--- config.mk ---
export PLATFORM = sky130hd
export DESIGN_NAME = async_serial_control
export DESIGN_NICKNAME = d
export VERILOG_FILES = /design/src/logic/serial_ctrl_pkg.sv /design/src/logic/pin_sync.sv /design/src/logic/async_serial_control.sv
export VERILOG_INCLUDE_DIRS = /design/src /design/src/logic
export SDC_FILE = /design/constraint.sdc
export NUM_CORES = 1
export LEC_CHECK = 0
export ABC_AREA = 1
export ABC_CLOCK_PERIOD_IN_PS = 2660
export BUFFER_PORTS_ARGS = -buffer_cell sky130_fd_sc_hd__buf_2
export CAP_MARGIN = 0
export CORE_MARGIN = 2
export CORE_UTILIZATION = 45
export DETAILED_ROUTE_END_ITERATION = 10
export PLACE_DENSITY_LB_ADDON = 0.2
export SETUP_SLACK_MARGIN = 0.05
export SKIP_CTS_REPAIR_TIMING = 1
export SLEW_MARGIN = 20
export SYNTH_ARGS = -nofsm -noshare
export SYNTH_HDL_FRONTEND = slang
export SYNTH_HIERARCHICAL = 1
export SYNTH_SLANG_ARGS = --single-unit
--- constraint.sdc ---
create_clock -name clk_sys_i -period 2.66 [get_ports clk_sys_i]
set_input_delay 0.532 -clock clk_sys_i [delete_from_list [all_inputs] [get_ports clk_sys_i]]
set_output_delay 0.532 -clock clk_sys_i [all_outputs]
set_load 0.02 [all_outputs]
--- src/logic/serial_ctrl_defs.svh ---
// Register indices, field positions, reset values and counts of the serial control block
`ifndef SERIAL_CTRL_DEFS_SVH
`define SERIAL_CTRL_DEFS_SVH

// Register indices on the plain register port
`define REG_AW 2
`define IDX_CTRL_A 2'h0
`define IDX_CTRL_B 2'h1
`define IDX_STATUS 2'h2

// Control register A fields
`define A_LOOP 7
`define A_ON 6
`define A_INV 5
`define A_NINE 4
`define A_WAKE_ADDR 3
`define A_QUIET_ORG 2
`define A_PAR_ON 1
`define A_PAR_ODD 0

// Control register B fields
`define B_TXE_IRQ 7
`define B_TXD_IRQ 6
`define B_RXF_IRQ 5
`define B_QUIET_IRQ 4
`define B_TX_EN 3
`define B_RX_EN 2
`define B_STANDBY 1
`define B_BREAK 0

// Status register fields
`define S_EMPTY 0
`define S_DONE 1
`define S_BUSY 2

// Reset values and frame sizes
`define CTRL_RESET 8'h00
`define FRAME_SHORT 4'ha
`define FRAME_LONG 4'hb
`define DIV_W 16
`define BIT_CYCLES_DEF 16'h0010

`endif

--- src/logic/serial_ctrl_pkg.sv ---
// Types shared by the serial control block
`include "serial_ctrl_defs.svh"

package serial_ctrl_pkg;

  // Transmit sequencer states
  typedef enum logic [2:0] {
    TX_IDLE  = 3'b001,
    TX_SHIFT = 3'b010,
    TX_MARK  = 3'b100
  } tx_state_t;

  // Complete state of the control block
  typedef struct packed {
    logic [7:0] ctrl_a;
    logic [7:0] ctrl_b;
    logic [7:0] rdata;
    tx_state_t st;
    logic [10:0] shift;
    logic [3:0] cnt;
    logic [`DIV_W-1:0] div;
    logic line;
    logic pre;
    logic brk;
    logic pre_pend;
    logic brk_pend;
    logic tx_empty;
    logic tx_done;
    logic take;
    logic rxf_set;
    logic q_set;
  } ctl_state_t;

  // State of the two-stage synchroniser
  typedef struct packed {
    logic meta;
    logic q;
  } sync_state_t;

endpackage

--- src/logic/pin_sync.sv ---
// Two-stage synchroniser for a pin input
`timescale 1ns/1ns

module pin_sync #(
  parameter logic RESET_VAL = 1'b1
) (
  // Clock and reset
  input wire logic clk_sys_i,
  input wire logic rst_i,
  // Pin level and synchronised level
  input wire logic d_i,
  output logic q_o
);

  serial_ctrl_pkg::sync_state_t s_r;
  serial_ctrl_pkg::sync_state_t s_nxt;

  // First stage feeds only the second
  always_comb begin
    s_nxt = s_r;
    s_nxt.meta = d_i;
    s_nxt.q = s_r.meta;
  end

  // State register
  always_ff @(posedge clk_sys_i or posedge rst_i) begin
    if (rst_i) begin
      s_r <= {RESET_VAL, RESET_VAL};
    end else begin
      s_r <= s_nxt;
    end
  end

  assign q_o = s_r.q;

endmodule

--- src/logic/async_serial_control.sv ---
// Control part of an asynchronous serial transceiver: pins, control registers, tx framing
`timescale 1ns/1ns
`include "serial_ctrl_defs.svh"

module async_serial_control #(
  parameter logic [`DIV_W-1:0] BIT_CYCLES = `BIT_CYCLES_DEF
) (
  // Clock and reset
  input wire logic clk_sys_i,
  input wire logic rst_i,
  // Register port
  input wire logic [`REG_AW-1:0] addr_i,
  input wire logic [7:0] wdata_i,
  input wire logic wr_i,
  input wire logic rd_i,
  output logic [7:0] rdata_o,
  // Shared port pins and their port-mode settings
  input wire logic port_e_bit0_i,
  input wire logic port_e_bit1_i,
  input wire logic port_e_dir_bit2_i,
  input wire logic port_e_dir_bit1_i,
  output logic serial_out_pin_o,
  output logic serial_out_pin_oe_o,
  input wire logic serial_in_pin_i,
  output logic serial_in_pin_o,
  output logic serial_in_pin_oe_o,
  // Transmit data path
  input wire logic [8:0] tx_data_i,
  input wire logic tx_data_valid_i,
  input wire logic tx_empty_clr_i,
  output logic tx_data_take_o,
  output logic tx_empty_flag_o,
  output logic tx_done_flag_o,
  // Receive data path
  input wire logic rx_char_done_i,
  input wire logic rx_char_msb_i,
  input wire logic rx_idle_char_i,
  input wire logic rx_full_flag_i,
  input wire logic quiet_flag_i,
  output logic rx_line_o,
  output logic rx_on_o,
  output logic rx_full_set_o,
  output logic quiet_flag_set_o,
  output logic char_nine_o,
  output logic parity_on_o,
  output logic parity_odd_sel_o,
  output logic quiet_count_origin_o,
  // Interrupt requests
  output logic tx_irq_o,
  output logic rx_irq_o
);

  serial_ctrl_pkg::ctl_state_t s_r;
  serial_ctrl_pkg::ctl_state_t s_nxt;

  logic module_on;
  logic tx_enable;
  logic rx_enable;
  logic rx_standby;
  logic tick;
  logic [3:0] frame_len;
  logic brk_src;
  logic can_start;
  logic has_work;
  logic rx_sync;
  logic tx_level;
  logic wake_hit;
  logic [7:0] ctrl_b_wr;

  // Frame image, start bit in bit 0, ones above the stop bit
  function automatic logic [10:0] build_frame(input logic [8:0] d, input logic nine,
                                              input logic par_on, input logic odd);
    logic [10:0] f;
    f = {11{1'b1}};
    if (nine) begin
      f[9:1] = d;
    end else begin
      f[8:1] = d[7:0];
    end
    if (par_on && nine) begin
      f[9] = (^d[7:0]) ^ odd;
    end else if (par_on) begin
      f[8] = (^d[6:0]) ^ odd;
    end
    f[0] = 1'b0;
    return f;
  endfunction

  // Receive pin synchroniser
  pin_sync #(
    .RESET_VAL(1'b1)
  ) u_rx_sync (
    .clk_sys_i(clk_sys_i),
    .rst_i(rst_i),
    .d_i(serial_in_pin_i),
    .q_o(rx_sync)
  );

  // Control field decode
  assign module_on = s_r.ctrl_a[`A_ON];
  assign tx_enable = s_r.ctrl_b[`B_TX_EN];
  assign rx_enable = s_r.ctrl_b[`B_RX_EN];
  assign rx_standby = s_r.ctrl_b[`B_STANDBY];

  // Bit clock and frame scheduling terms
  assign tick = module_on && (s_r.div == '0);
  assign frame_len = s_r.ctrl_a[`A_NINE] ? `FRAME_LONG : `FRAME_SHORT;
  assign brk_src = s_r.brk_pend | s_r.ctrl_b[`B_BREAK];
  assign can_start = (s_r.st == serial_ctrl_pkg::TX_IDLE) ||
                     (s_r.st == serial_ctrl_pkg::TX_MARK) ||
                     ((s_r.st == serial_ctrl_pkg::TX_SHIFT) && (s_r.cnt == 4'h0) &&
                      (!s_r.brk || brk_src));
  assign has_work = tx_enable && (brk_src || s_r.pre_pend || tx_data_valid_i);
  assign tx_level = s_r.line ^ s_r.ctrl_a[`A_INV];

  // Wake condition seen while in standby
  assign wake_hit = rx_on_o && rx_standby &&
                    (s_r.ctrl_a[`A_WAKE_ADDR] ? (rx_char_done_i && rx_char_msb_i)
                                              : rx_idle_char_i);

  // Control B write image; enables hold while the module is off
  always_comb begin
    ctrl_b_wr = wdata_i;
    if (!module_on) begin
      ctrl_b_wr[`B_TX_EN] = s_r.ctrl_b[`B_TX_EN];
      ctrl_b_wr[`B_RX_EN] = s_r.ctrl_b[`B_RX_EN];
    end
  end

  // Next-state logic
  always_comb begin
    s_nxt = s_r;
    s_nxt.take = 1'b0;
    s_nxt.rxf_set = 1'b0;
    s_nxt.q_set = 1'b0;
    s_nxt.rdata = 8'h00;

    // Bit divider runs only while the module is on
    if (!module_on) begin
      s_nxt.div = '0;
    end else if (tick) begin
      s_nxt.div = BIT_CYCLES - 16'h0001;
    end else begin
      s_nxt.div = s_r.div - 16'h0001;
    end

    // Transmit sequencer, one step per bit time
    if (tick) begin
      if (can_start && has_work) begin
        s_nxt.st = serial_ctrl_pkg::TX_SHIFT;
        s_nxt.cnt = frame_len - 4'h1;
        if (brk_src) begin
          s_nxt.brk = 1'b1;
          s_nxt.pre = 1'b0;
          s_nxt.brk_pend = 1'b0;
          s_nxt.pre_pend = 1'b0;
          s_nxt.shift = '0;
          s_nxt.line = 1'b0;
        end else if (s_r.pre_pend) begin
          s_nxt.pre = 1'b1;
          s_nxt.brk = 1'b0;
          s_nxt.pre_pend = 1'b0;
          s_nxt.shift = '1;
          s_nxt.line = 1'b1;
        end else begin
          s_nxt.pre = 1'b0;
          s_nxt.brk = 1'b0;
          s_nxt.shift = build_frame(tx_data_i, s_r.ctrl_a[`A_NINE],
                                    s_r.ctrl_a[`A_PAR_ON], s_r.ctrl_a[`A_PAR_ODD]);
          s_nxt.line = 1'b0;
          s_nxt.take = 1'b1;
        end
      end else if ((s_r.st == serial_ctrl_pkg::TX_SHIFT) && (s_r.cnt != 4'h0)) begin
        // Frame runs on even after tx enable drops
        s_nxt.line = s_r.shift[1];
        s_nxt.shift = {s_r.shift[10], s_r.shift[10:1]};
        s_nxt.cnt = s_r.cnt - 4'h1;
      end else if ((s_r.st == serial_ctrl_pkg::TX_SHIFT) && s_r.brk) begin
        // One mark bit after the last break
        s_nxt.st = serial_ctrl_pkg::TX_MARK;
        s_nxt.line = 1'b1;
        s_nxt.brk = 1'b0;
      end else begin
        s_nxt.st = serial_ctrl_pkg::TX_IDLE;
        s_nxt.line = 1'b1;
        s_nxt.pre = 1'b0;
        s_nxt.brk = 1'b0;
      end
    end

    // Module off parks the sequencer on the idle level
    if (!module_on) begin
      s_nxt.st = serial_ctrl_pkg::TX_IDLE;
      s_nxt.line = 1'b1;
      s_nxt.pre = 1'b0;
      s_nxt.brk = 1'b0;
      s_nxt.pre_pend = 1'b0;
      s_nxt.brk_pend = 1'b0;
    end

    // Empty flag: hand-off or disable sets, data-path write clears, set wins
    if (tx_empty_clr_i) begin
      s_nxt.tx_empty = 1'b0;
    end
    if (s_nxt.take || !module_on) begin
      s_nxt.tx_empty = 1'b1;
    end
    s_nxt.tx_done = !module_on ||
                    (s_nxt.tx_empty && (s_nxt.st == serial_ctrl_pkg::TX_IDLE) && !has_work);

    // Receive flag set requests and wake handling
    s_nxt.rxf_set = rx_on_o && rx_char_done_i &&
                    (!rx_standby || (s_r.ctrl_a[`A_WAKE_ADDR] && rx_char_msb_i));
    s_nxt.q_set = rx_on_o && rx_idle_char_i && !rx_standby;
    if (wake_hit) begin
      s_nxt.ctrl_b[`B_STANDBY] = 1'b0;
    end

    // Register writes; software write to standby overrides a wake
    if (wr_i) begin
      case (addr_i)
        `IDX_CTRL_A: begin
          s_nxt.ctrl_a = wdata_i;
        end
        `IDX_CTRL_B: begin
          s_nxt.ctrl_b = ctrl_b_wr;
          if (ctrl_b_wr[`B_TX_EN] && !tx_enable && module_on) begin
            s_nxt.pre_pend = 1'b1;
          end
          if (ctrl_b_wr[`B_BREAK] && !s_r.ctrl_b[`B_BREAK] && module_on) begin
            s_nxt.brk_pend = 1'b1;
          end
        end
        default: begin
          s_nxt.rdata = 8'h00;
        end
      endcase
    end

    // Register reads, data valid in the next cycle only
    if (rd_i) begin
      case (addr_i)
        `IDX_CTRL_A: s_nxt.rdata = s_r.ctrl_a;
        `IDX_CTRL_B: s_nxt.rdata = s_r.ctrl_b;
        `IDX_STATUS: begin
          s_nxt.rdata[`S_EMPTY] = s_r.tx_empty;
          s_nxt.rdata[`S_DONE] = s_r.tx_done;
          s_nxt.rdata[`S_BUSY] = (s_r.st != serial_ctrl_pkg::TX_IDLE);
        end
        default: s_nxt.rdata = 8'h00;
      endcase
    end
  end

  // State register
  always_ff @(posedge clk_sys_i or posedge rst_i) begin
    if (rst_i) begin
      s_r <= '0;
      s_r.ctrl_a <= `CTRL_RESET;
      s_r.ctrl_b <= `CTRL_RESET;
      s_r.st <= serial_ctrl_pkg::TX_IDLE;
      s_r.line <= 1'b1;
      s_r.tx_empty <= 1'b1;
      s_r.tx_done <= 1'b1;
    end else begin
      s_r <= s_nxt;
    end
  end

  // Pin takeover and port-mode fallback
  assign serial_out_pin_o = module_on ? tx_level : port_e_bit0_i;
  assign serial_out_pin_oe_o = module_on ? 1'b1 : port_e_dir_bit2_i;
  assign serial_in_pin_o = port_e_bit1_i;
  assign serial_in_pin_oe_o = module_on ? 1'b0 : port_e_dir_bit1_i;

  // Receiver input selection
  assign rx_line_o = s_r.ctrl_a[`A_LOOP] ? tx_level : rx_sync;
  assign rx_on_o = module_on && rx_enable;

  // Settings passed to the data path
  assign char_nine_o = s_r.ctrl_a[`A_NINE];
  assign parity_on_o = s_r.ctrl_a[`A_PAR_ON];
  assign parity_odd_sel_o = s_r.ctrl_a[`A_PAR_ODD];
  assign quiet_count_origin_o = s_r.ctrl_a[`A_QUIET_ORG];

  // Registered outputs
  assign rdata_o = s_r.rdata;
  assign tx_data_take_o = s_r.take;
  assign tx_empty_flag_o = s_r.tx_empty;
  assign tx_done_flag_o = s_r.tx_done;
  assign rx_full_set_o = s_r.rxf_set;
  assign quiet_flag_set_o = s_r.q_set;

  // Interrupt requests
  assign tx_irq_o = module_on &&
                    ((s_r.tx_empty && s_r.ctrl_b[`B_TXE_IRQ]) ||
                     (s_r.tx_done && s_r.ctrl_b[`B_TXD_IRQ]));
  assign rx_irq_o = !rx_standby &&
                    ((rx_full_flag_i && s_r.ctrl_b[`B_RXF_IRQ]) ||
                     (quiet_flag_i && s_r.ctrl_b[`B_QUIET_IRQ]));
endmodule

==> results of run 1 <==
[critical path, stage by stage (launching register included)]
cell and delay, ns:
dfrtp_1 0.38, inv_1 0.43, nand2_1 0.08, o21ai_0 0.09
buf_2 0.19
[cell families after synthesis]
logic type	Yosys count
AND/OR/NAND/NOR	201
AO/OA/AOI/OAI	86
buffers and inverters	76
flip-flops	68
XOR/XNOR	13
adder cells (fa/ha/maj)	4
multiplexers	1
[synthesized netlist by cell type (3+ instances only)]
cell / instances / share of area (%)
dfstp_2: 6 / 4.3
nor2_2: 11 / 1.9
nand3_1: 20 / 2.7
clkbuf_1: 4 / 0.41
xor2_1: 5 / 1.2
a21oi_1: 28 / 3.8
a21oi_2: 18 / 4.3
xnor2_1: 8 / 1.9
o21ai_0: 29 / 3.9
nor3_1: 3 / 0.41
nand2_1: 105 / 11
nor2_4: 3 / 0.91
a31oi_1: 4 / 0.68
inv_2: 8 / 0.81
ha_1: 4 / 1.4
buf_4: 9 / 1.8
nor2_1: 40 / 4.1
inv_1: 51 / 5.2
dfrtp_1: 62 / 42
[per-layer routing]
layer  track usage, %  vias to the layer above  wire length (um)
met5                0                        -                 0
met2             28.6                       61              3630
met3             5.59                        2               333
li1                 -                     1530                 -
met4             4.47                        0                40
met1             28.4                     1417              3920
[final cells by class]
cell class / instances / area, sq um / area share [%]
inverters: 59 / 221 / 5.25
flip-flops and latches: 68 / 1710 / 40.5
repair buffers: 59 / 313 / 7.42
clock buffers: 10 / 128 / 3.03
well taps: 105 / 131 / 3.12
clock inverters: 6 / 63.8 / 1.51
multi-input cells: 305 / 1650 / 39.1
[worst paths after layout]
| path | end | slack, ns | depth (start not counted) |
|---|---|---|---|
| setup / recovery | serial_out_pin_o | 0.62 | 4 |
| hold / removal | u_rx_sync/s_nxt[0] | 0.21 | 2 |
| setup reg to reg | s_r[31] | 0.77 | 12 |
| hold reg to reg | u_rx_sync/q_o | 0.36 | 0 |
| max in group asynchronous | tx_empty_flag_o | 2.08 | 3 |
| min in group clk_sys_i | u_rx_sync/s_nxt[0] | 0.28 | 1 |
[where the power goes]
| group | total (uW) | switching, uW | internal (uW) |
|---|---|---|---|
| Combinational | 1660 | 1050 | 617 |
| Clock | 846 | 413 | 433 |
| Sequential | 1530 | 232 | 1300 |
[per-stage QoR]
| stage | instances | setup WS, ns |
|---|---|---|
| floorplan | 449 | 0.480 |
| global placement | 596 | 0.794 |
| detailed placement | 596 | 0.783 |
| CTS | 612 | 0.590 |
| global route | 612 | 0.403 |
| finish | 612 | 0.617 |
==> out/qor.yml, run 1 <==
synth:
  synth_compound_area_share_pct: 14.2
  ys_warn_count: 6
  ys_ff_latch: 68
  synth_xor_area_share_pct: 3.08
  synthMuxAreaShare_pct: 0.305
  synthAdderAreaFrac_pct: 1.35
  synthesis.nets: 488
  synth_seq_area_share_pct: 46.3
  ys_async_sr_fraction_pct: 100
  netlist-cell-type-count: 40
  syn_inst: 449
  synth_ff_type: "dfrtp_1"
  avgSynthCellArea_sq_um: 8.23
  synth_top_family_by_area: "simple AND/OR/NAND/NOR gates"
  synth-simple-area-share_pct: 25.7
  netlist_area_sq_mm: 0.00369
  synth-edff-count: 0
finish:
  fin_nets: 541
  layout.cells.most_common_list: "nand2_1, dfrtp_1, buf_2"
  postLayoutCellArea_sq_mm: 0.00422
  area_growth_pct: 14.1
  final_util_pct: 52.1
  fillers: 806
  largest_reg_flops: 46
  final_common_cell: "nand2_1"
  diodes: 0
  drive_gt1_share_pct: 26.6
  top_register: "s_r"
placement:
  port_buffers: 57
  gp_congestion: 0.813
  placed_area_sq_mm: 0.00402
  hpwl_mm: 5.78
floorplanning:
  coreArea_sq_mm: 0.00809
  num_rows: 33
  die_w_um: 94.6
  dieHeight_um: 94.6
  pin_count: 60
  start_util_pct: 45.7
  dieArea_sq_mm: 0.00895
sta:
  slew_headroom_pct: 61.6
  drv_slew: 0
  fin_setup_tns_ns: 0
  finClkSkew_ns: 0.00951
  hold_viol_final: 0
  fin_hold_ws_ns: 0.207
  fmax_ghz: 0.489
  grt_setup_unrepaired: "false"
  min_period_ns: 2.04
  period_share_pct: 76.8
  worstMarginPinSlew_ns: 0.575
  finalSetupViolations: 0
worst_setup_path:
  arrival_ns: 1.51
  critical_path_peak_fanout: 13
  crit_start: "module_on"
  cp-start-kind: "register"
  crit_type: "register to primary output"
  crit_required_ns: 2.13
  endpoint_kind: "primary output"
  r2r_start: "s_r[26]"
power_and_ir_drop:
  vdd_drop_max_mv: 0.314
  p_leak_uw: 0.00218
  power_density_mw_per_mm2: 959
  total_power_uw: 4040
clock_network:
  insertion_delay_ns: 0.34
  clkTransAtPathRegs_ns: 0.08
  h-tree-depth: 3
  cts_tree: "yes"
  ctsLongestPathBuffers: 2
  cts_sinks: 68
  cts_buffers: 9
  cts_root_buffer: "clkbuf_8"
routing:
  drt_wl_total_mm: 7.92
  postRouteAntennaNets: 0
  avgRoutedWirePerCell_um: 12.9
  drc: 0
  drt-vias-per-instance: 4.92
  dr.pass1.iters: 4
  via_count: 3010
  initialDrtViolationCount: 146
min_path:
  min_path_type: "input port to async pin"
global_routing:
  antenna_found_initial: 0
  overflow: 0
  grt_pass1_vias: 2897
  grt_use_total_pct: 19.5
  grt_max_degree: 67
  grt_pass1_wl_mm: 13.5
flow_run:
  drv_cap: 0
status:
  status: "finished, final reports clean"
(Power assumes the default switching activity.)
==> run 2, diff against run 1 <==
--- a/config.mk
+++ b/config.mk
@@ -7,7 +7,7 @@
 export NUM_CORES = 1
 export LEC_CHECK = 0
 export ABC_AREA = 1
-export ABC_CLOCK_PERIOD_IN_PS = 2660
+export ABC_CLOCK_PERIOD_IN_PS = 2000
 export BUFFER_PORTS_ARGS = -buffer_cell sky130_fd_sc_hd__buf_2
 export CAP_MARGIN = 0
 export CORE_MARGIN = 2
==> constraint.sdc (replaced) <==
create_clock -name clk_sys_i -period 2 [get_ports clk_sys_i]
set_input_delay 0.4 -clock clk_sys_i [delete_from_list [all_inputs] [get_ports clk_sys_i]]
set_output_delay 0.4 -clock clk_sys_i [all_outputs]
set_load 0.02 [all_outputs]
==> out/qor.yml, run 2 (same netlist as run 1, synthesis figures left out) <==
finish:
  final_util_pct: 53.0  # was 52.1%
  diodes: 0  # unchanged
  drive_gt1_share_pct: 28.0  # was 26.6%
  fillers: 813  # was 806
  largest_reg_flops: 46  # unchanged
  top_register: "s_r"  # unchanged
  layout.cells.most_common_list: "nand2_1, dfrtp_1, buf_2"  # unchanged
  multi_input_area_sq_mm: 0.00166  # was 0.00165 sq mm
  fin_nets: 548  # was 541
  layout.area.seq_sq_mm: 0.00171  # unchanged
  stdcell_count: 619  # was 612
  final_common_cell: "nand2_1"  # unchanged
  area_growth_pct: 16.1  # was 14.1%
worst_setup_path:
  reg2regPathDepth: 10  # was 12
  slowest_delay_ns: 0.39  # was 0.43 ns
  worstPathCellList: "clkinvlp_4 -> o21ai_0 -> buf_2"  # was inv_1 -> nand2_1 -> o21ai_0 -> buf_2
  endpoint_kind: "primary output"  # unchanged
  cp-start-kind: "register"  # unchanged
  critical_path_peak_fanout: 9  # was 13
  reg2reg_slack_ns: 0.25  # was 0.77 ns
  r2r-end: "s_r[31]"  # unchanged
  crit_type: "register to primary output"  # unchanged
  r2r_start: "s_r[52]"  # was s_r[26]
  critical-path-slowest-cell: "dfrtp_1"  # was inv_1
  crit_required_ns: 1.60  # was 2.13 ns
  arrival_ns: 1.41  # was 1.51 ns
power_and_ir_drop:
  power.switching_uw: 2240  # was 1690 uW
  clkPwrFrac_pct: 20.6  # was 20.9%
  swShare_pct: 41.6  # was 41.9%
  seq_power_share_pct: 37.9  # about the same
  power_density_mw_per_mm2: 1250  # was 959 mW/mm^2
  p_leak_uw: 0.00220  # was 0.00218 uW
  pwr-share-comb_pct: 41.5  # was 41.2%
  power.internal_uw: 3140  # was 2350 uW
  vdd_drop_max_mv: 0.436  # was 0.314 mV
routing:
  initialDrtViolationCount: 114  # was 146
  drt_wl_total_mm: 7.77  # was 7.92 mm
  drc: 0  # unchanged
  drt-vias-per-instance: 4.94  # was 4.92
  avgRoutedWirePerCell_um: 12.6  # was 12.9 um
  postRouteAntennaNets: 0  # unchanged
  dr.pass1.iters: 4  # unchanged
  via_count: 3056  # was 3010
sta:
  fin_hold_ws_ns: 0.0814  # was 0.207 ns
  finClkSkew_ns: 0.00884  # was 0.00951 ns
  fin_ws_ns: 0.186  # was 0.617 ns
  grt_setup_unrepaired: "false"  # unchanged
  period_share_pct: 90.7
  slew_headroom_pct: 68.4  # was 61.6%
  fmax_ghz: 0.551
  hold_viol_final: 0  # unchanged
  finalSetupViolations: 0  # unchanged
  worstMarginPinSlew_ns: 0.473  # was 0.575 ns
  fin_setup_tns_ns: 0  # unchanged
  drv_slew: 0  # unchanged
  min_period_ns: 1.81
floorplanning:
  coreArea_sq_mm: 0.00809  # unchanged
  dieHeight_um: 94.6  # unchanged
  num_rows: 33  # unchanged
  pin_count: 60  # unchanged
  start_util_pct: 45.7  # unchanged
  die_w_um: 94.6  # unchanged
  dieArea_sq_mm: 0.00895  # unchanged
min_path:
  min_path_type: "input port to async pin"  # unchanged
placement:
  place_ws_ns: 0.130  # was 0.783 ns
  port_buffers: 57  # unchanged
  dpl.cell_count: 601  # was 596
  hpwl_mm: 5.96  # was 5.78 mm
  gp_congestion: 0.808  # was 0.813
clock_network:
  cts_sinks: 68  # unchanged
  ctsLongestPathBuffers: 2  # unchanged
  cts_tree: "yes"  # unchanged
  cts_root_buffer: "clkbuf_8"  # unchanged
  insertion_delay_ns: 0.34  # about the same
  h-tree-depth: 3  # unchanged
  clkTransAtPathRegs_ns: 0.08  # about the same
  cts_buffers: 9  # unchanged
global_routing:
  grt_use_total_pct: 18.7  # was 19.5%
  grt_max_degree: 29  # was 67
  overflow: 0  # unchanged
  antenna_found_initial: 0  # unchanged
  grt_pass1_wl_mm: 13.2  # was 13.5 mm
  grt_pass1_vias: 2889  # was 2897
flow_run:
  drv_cap: 0  # unchanged
status:
  status: "finished, final reports clean"  # unchanged
==> run 2: worst max path at each step <==
stage               startpoint                to  slack (ns)  cells after the start
floorplan              s_r[26]           s_r[29]        0.39                     12
global placement       s_r[26]           s_r[29]        0.21                     12
detailed placement     s_r[26]           s_r[38]        0.13                     12
CTS                    s_r[26]           s_r[38]        0.12                     12
global route           s_r[26]           s_r[36]        0.05                     10
finish               module_on  serial_out_pin_o        0.19                      3
==> run 2: metal layers <==
| layer | routed length (um) | part of all wire, % | global-route usage [%] |
|---|---|---|---|
| met1 | 3750 | 48 | 26.0 |
| met2 | 3540 | 46 | 29.5 |
| met3 | 397 | 5.1 | 4.47 |
| met4 | 76 | 0.98 | 4.47 |
| met5 | 0 | 0 | 0 |
==> run 2: layout make-up <==
class	count	area share (%)
Tap cell	105	3.06
Inverter	59	5.46
Timing Repair Buffer	66	8.52
Clock inverter	6	1.49
Multi-Input combinational cell	305	38.7
Clock buffer	10	2.98
Sequential cell	68	39.8
==> run 2: power groups by stage <==
stage,clock [uW],sequential (uW),combinational (uW)
after floorplan,0,2010,1810
after global placement,0,2050,2190
after detailed placement,0,2060,2230
after CTS,1140,2030,2240
after global routing,1210,2090,2520
final,1100,2040,2230
==> run 2: worst max-delay path: cells and delay by family, from the launching register on <==
family                 cells  cell delay [ns]
AOI/OAI and AO/OA          1             0.24
buffers and inverters      2             0.45
DFF                        1             0.39
==> run 2: per-stage QoR <==
step | instance area [sq um] | power [uW]
global placement | 4070 | 4240
finish | 4290 | 5370
CTS | 4260 | 5410
global route | 4290 | 5830
floorplan | 3700 | 3820
detailed placement | 4070 | 4290
==> run 3, diff against run 2 <==
--- a/config.mk
+++ b/config.mk
@@ -10,11 +10,10 @@
 export ABC_CLOCK_PERIOD_IN_PS = 2000
 export BUFFER_PORTS_ARGS = -buffer_cell sky130_fd_sc_hd__buf_2
 export CAP_MARGIN = 0
-export CORE_MARGIN = 2
-export CORE_UTILIZATION = 45
+export CORE_UTILIZATION = 57
 export DETAILED_ROUTE_END_ITERATION = 10
 export PLACE_DENSITY_LB_ADDON = 0.2
-export SETUP_SLACK_MARGIN = 0.05
+export SETUP_SLACK_MARGIN = 0.2
 export SKIP_CTS_REPAIR_TIMING = 1
 export SLEW_MARGIN = 20
 export SYNTH_ARGS = -nofsm -noshare
==> out/qor.yml, run 3 (same netlist as run 1, synthesis figures left out) <==
status:
  status: "finished, final reports clean"  # unchanged
floorplanning:
  pin_count: 60  # unchanged
  num_rows: 28  # was 33
  start_util_pct: 60.6  # was 45.7%
  coreArea_sq_mm: 0.00610  # was 0.00809 sq mm
  dieHeight_um: 82.5  # was 94.6 um
  dieArea_sq_mm: 0.00681  # was 0.00895 sq mm
  die_w_um: 82.5  # was 94.6 um
global_routing:
  grt_use_met2_pct: 42.0  # was 29.5%
  busiest_layer: "met2"  # unchanged
  grt_pass1_vias: 2901  # was 2889
  grt_pass1_wl_mm: 12.9  # was 13.2 mm
  grt_util_met1_pct: 33.7  # was 26.0%
  grt_use_total_pct: 25.9  # was 18.7%
  overflow: 0  # unchanged
  met3_usage_pct: 5.49  # was 4.47%
  grt_max_degree: 27  # was 29
  antenna_found_initial: 0  # unchanged
finish:
  final_util_pct: 73.7  # was 53.0%
  top_register: "s_r"  # unchanged
  layout.cells.most_common_list: "nand2_1, dfrtp_1, buf_2"  # unchanged
  stdcell_count: 614  # was 619
  final_common_cell: "nand2_1"  # unchanged
  largest_reg_flops: 46  # unchanged
  drive_gt1_share_pct: 32.7  # was 28.0%
  fin_nets: 573  # was 548
  diodes: 0  # unchanged
  area_growth_pct: 21.6  # was 16.1%
power_and_ir_drop:
  power.internal_uw: 3330  # was 3140 uW
  vdd_drop_max_mv: 0.760  # was 0.436 mV
  power.switching_uw: 2390  # was 2240 uW
  power_density_mw_per_mm2: 1270  # was 1250 mW/mm^2
  p_leak_uw: 0.00232  # was 0.00220 uW
  seq_power_share_pct: 35.8  # was 37.9%
  pwr-share-comb_pct: 44.5  # was 41.5%
  clkPwrFrac_pct: 19.7  # was 20.6%
  swShare_pct: 41.8  # was 41.6%
placement:
  port_buffers: 57  # unchanged
  gp_congestion: 0.868  # was 0.808
  dpl.cell_count: 572  # was 601
  hpwl_mm: 5.65  # was 5.96 mm
sta:
  drv_slew: 0  # unchanged
  worstMarginPinSlew_ns: 0.491  # was 0.473 ns
  min_period_ns: 1.76  # was 1.81 ns
  finalSetupViolations: 0  # unchanged
  fin_setup_tns_ns: 0  # unchanged
  period_share_pct: 88.0  # was 90.7%
  fmax_ghz: 0.568  # was 0.551 GHz
  slew_headroom_pct: 67.2  # was 68.4%
  hold_viol_final: 0  # unchanged
  grt_setup_unrepaired: "false"  # unchanged
  finClkSkew_ns: 0.00611  # was 0.00884 ns
clock_network:
  insertion_delay_ns: 0.35  # was 0.34 ns
  cts_sinks: 68  # unchanged
  clkTransAtPathRegs_ns: 0.08  # about the same
  cts_tree: "yes"  # unchanged
  h-tree-depth: 3  # unchanged
  ctsLongestPathBuffers: 2  # unchanged
  cts_root_buffer: "clkbuf_8"  # unchanged
  cts_buffers: 9  # unchanged
worst_setup_path:
  crit_top_cell: "buf_6"
  cp_top_family: "flip-flops"  # was buffers and inverters
  endpoint_kind: "primary output"  # unchanged
  critical_path_peak_fanout: 8  # was 9
  cp-start-kind: "register"  # unchanged
  arrival_ns: 1.36  # was 1.41 ns
  crit_required_ns: 1.60  # about the same
  critical-path-slowest-cell: "dfrtp_1"  # unchanged
  worstPathCellList: "buf_6 -> or2_2 -> buf_6"  # was clkinvlp_4 -> o21ai_0 -> buf_2
  crit_type: "register to primary output"  # unchanged
  slowest_delay_ns: 0.42  # was 0.39 ns
  crit_buf_inv: 2  # unchanged
routing:
  postRouteAntennaNets: 0  # unchanged
  drt-vias-per-instance: 5.30  # was 4.94
  drt_wl_total_mm: 8.47  # was 7.77 mm
  avgRoutedWirePerCell_um: 13.8  # was 12.6 um
  initialDrtViolationCount: 198  # was 114
  dr.pass1.iters: 6  # was 4
  drc: 0  # unchanged
  via_count: 3257  # was 3056
min_path:
  min_path_type: "input port to async pin"  # unchanged
flow_run:
  drv_cap: 0  # unchanged
[run 3: cell types whose count changed in the layout (fill, tap and decap cells not counted), sizes merged]
cell   delta
buf      +24
nand2     +1
[run 3: metal layers]
metal,part of all wire (%),vias to the layer above
li1,-,1602
met4,1.8,0
met5,0,-
met2,49,116
met1,44,1522
met3,5.7,17
[run 3: final cells by class]
| class | count | area [sq um] |
|---|---|---|
| multi-input combinational | 306 | 1700 |
| inverter | 59 | 241 |
| tap | 75 | 93.8 |
| fill | 468 | 1600 |
| timing repair buffer | 90 | 553 |
| clock inverter | 6 | 63.8 |
| sequential | 68 | 1710 |
| clock buffer | 10 | 128 |
[run 3: final timing paths]
| path | start | end | slack, ns | cells past startpoint |
|---|---|---|---|---|
| max in group asynchronous | rst_i | s_r[20] | 1.30 | 3 |
| min in group clk_sys_i | serial_in_pin_i | u_rx_sync/s_nxt[0] | 0.15 | 1 |
| worst min register to register | u_rx_sync/s_nxt[0] | u_rx_sync/q_o | 0.36 | 0 |
| worst max-delay path | module_on | serial_out_pin_oe_o | 0.24 | 3 |
| worst min-delay path | rst_i | rdata_o[4] | 0.08 | 2 |
| worst max register to register | s_r[52] | s_r[27] | 0.29 | 11 |
[run 3: through the flow]
step	hold slack, ns	cell area [sq um]	power (uW)	setup WS (ns)
2_1_floorplan	0.312	3700	3820	0.391
6_report	0.0791	4490	5720	0.240
3_5_place_dp	0.354	4040	4260	0.127
5_1_grt	0.0886	4490	6120	0.152
3_3_place_gp	0.350	4040	4200	0.220
4_1_cts	0.0837	4230	5390	0.125
[run 3: power groups by stage]
stage               logic, uW  clock network (uW)  registers, uW
floorplan                1810                   0           2010
global placement         2160                   0           2040
detailed placement       2210                   0           2050
CTS                      2220                1140           2030
global route             2830                1210           2090
finish                   2550                1120           2050
[run 3: worst register-to-register path, stage by stage, from the launching register on]
cell and delay, ns:
dfrtp_2 0.44, nor2_4 0.14, nand2_1 0.10, o21ai_2 0.21, inv_2 0.11, nand2_8 0.13, inv_8 0.05, buf_4 0.13
nand2_1 0.07, o21ai_0 0.09, nand2_1 0.06, o21ai_0 0.07
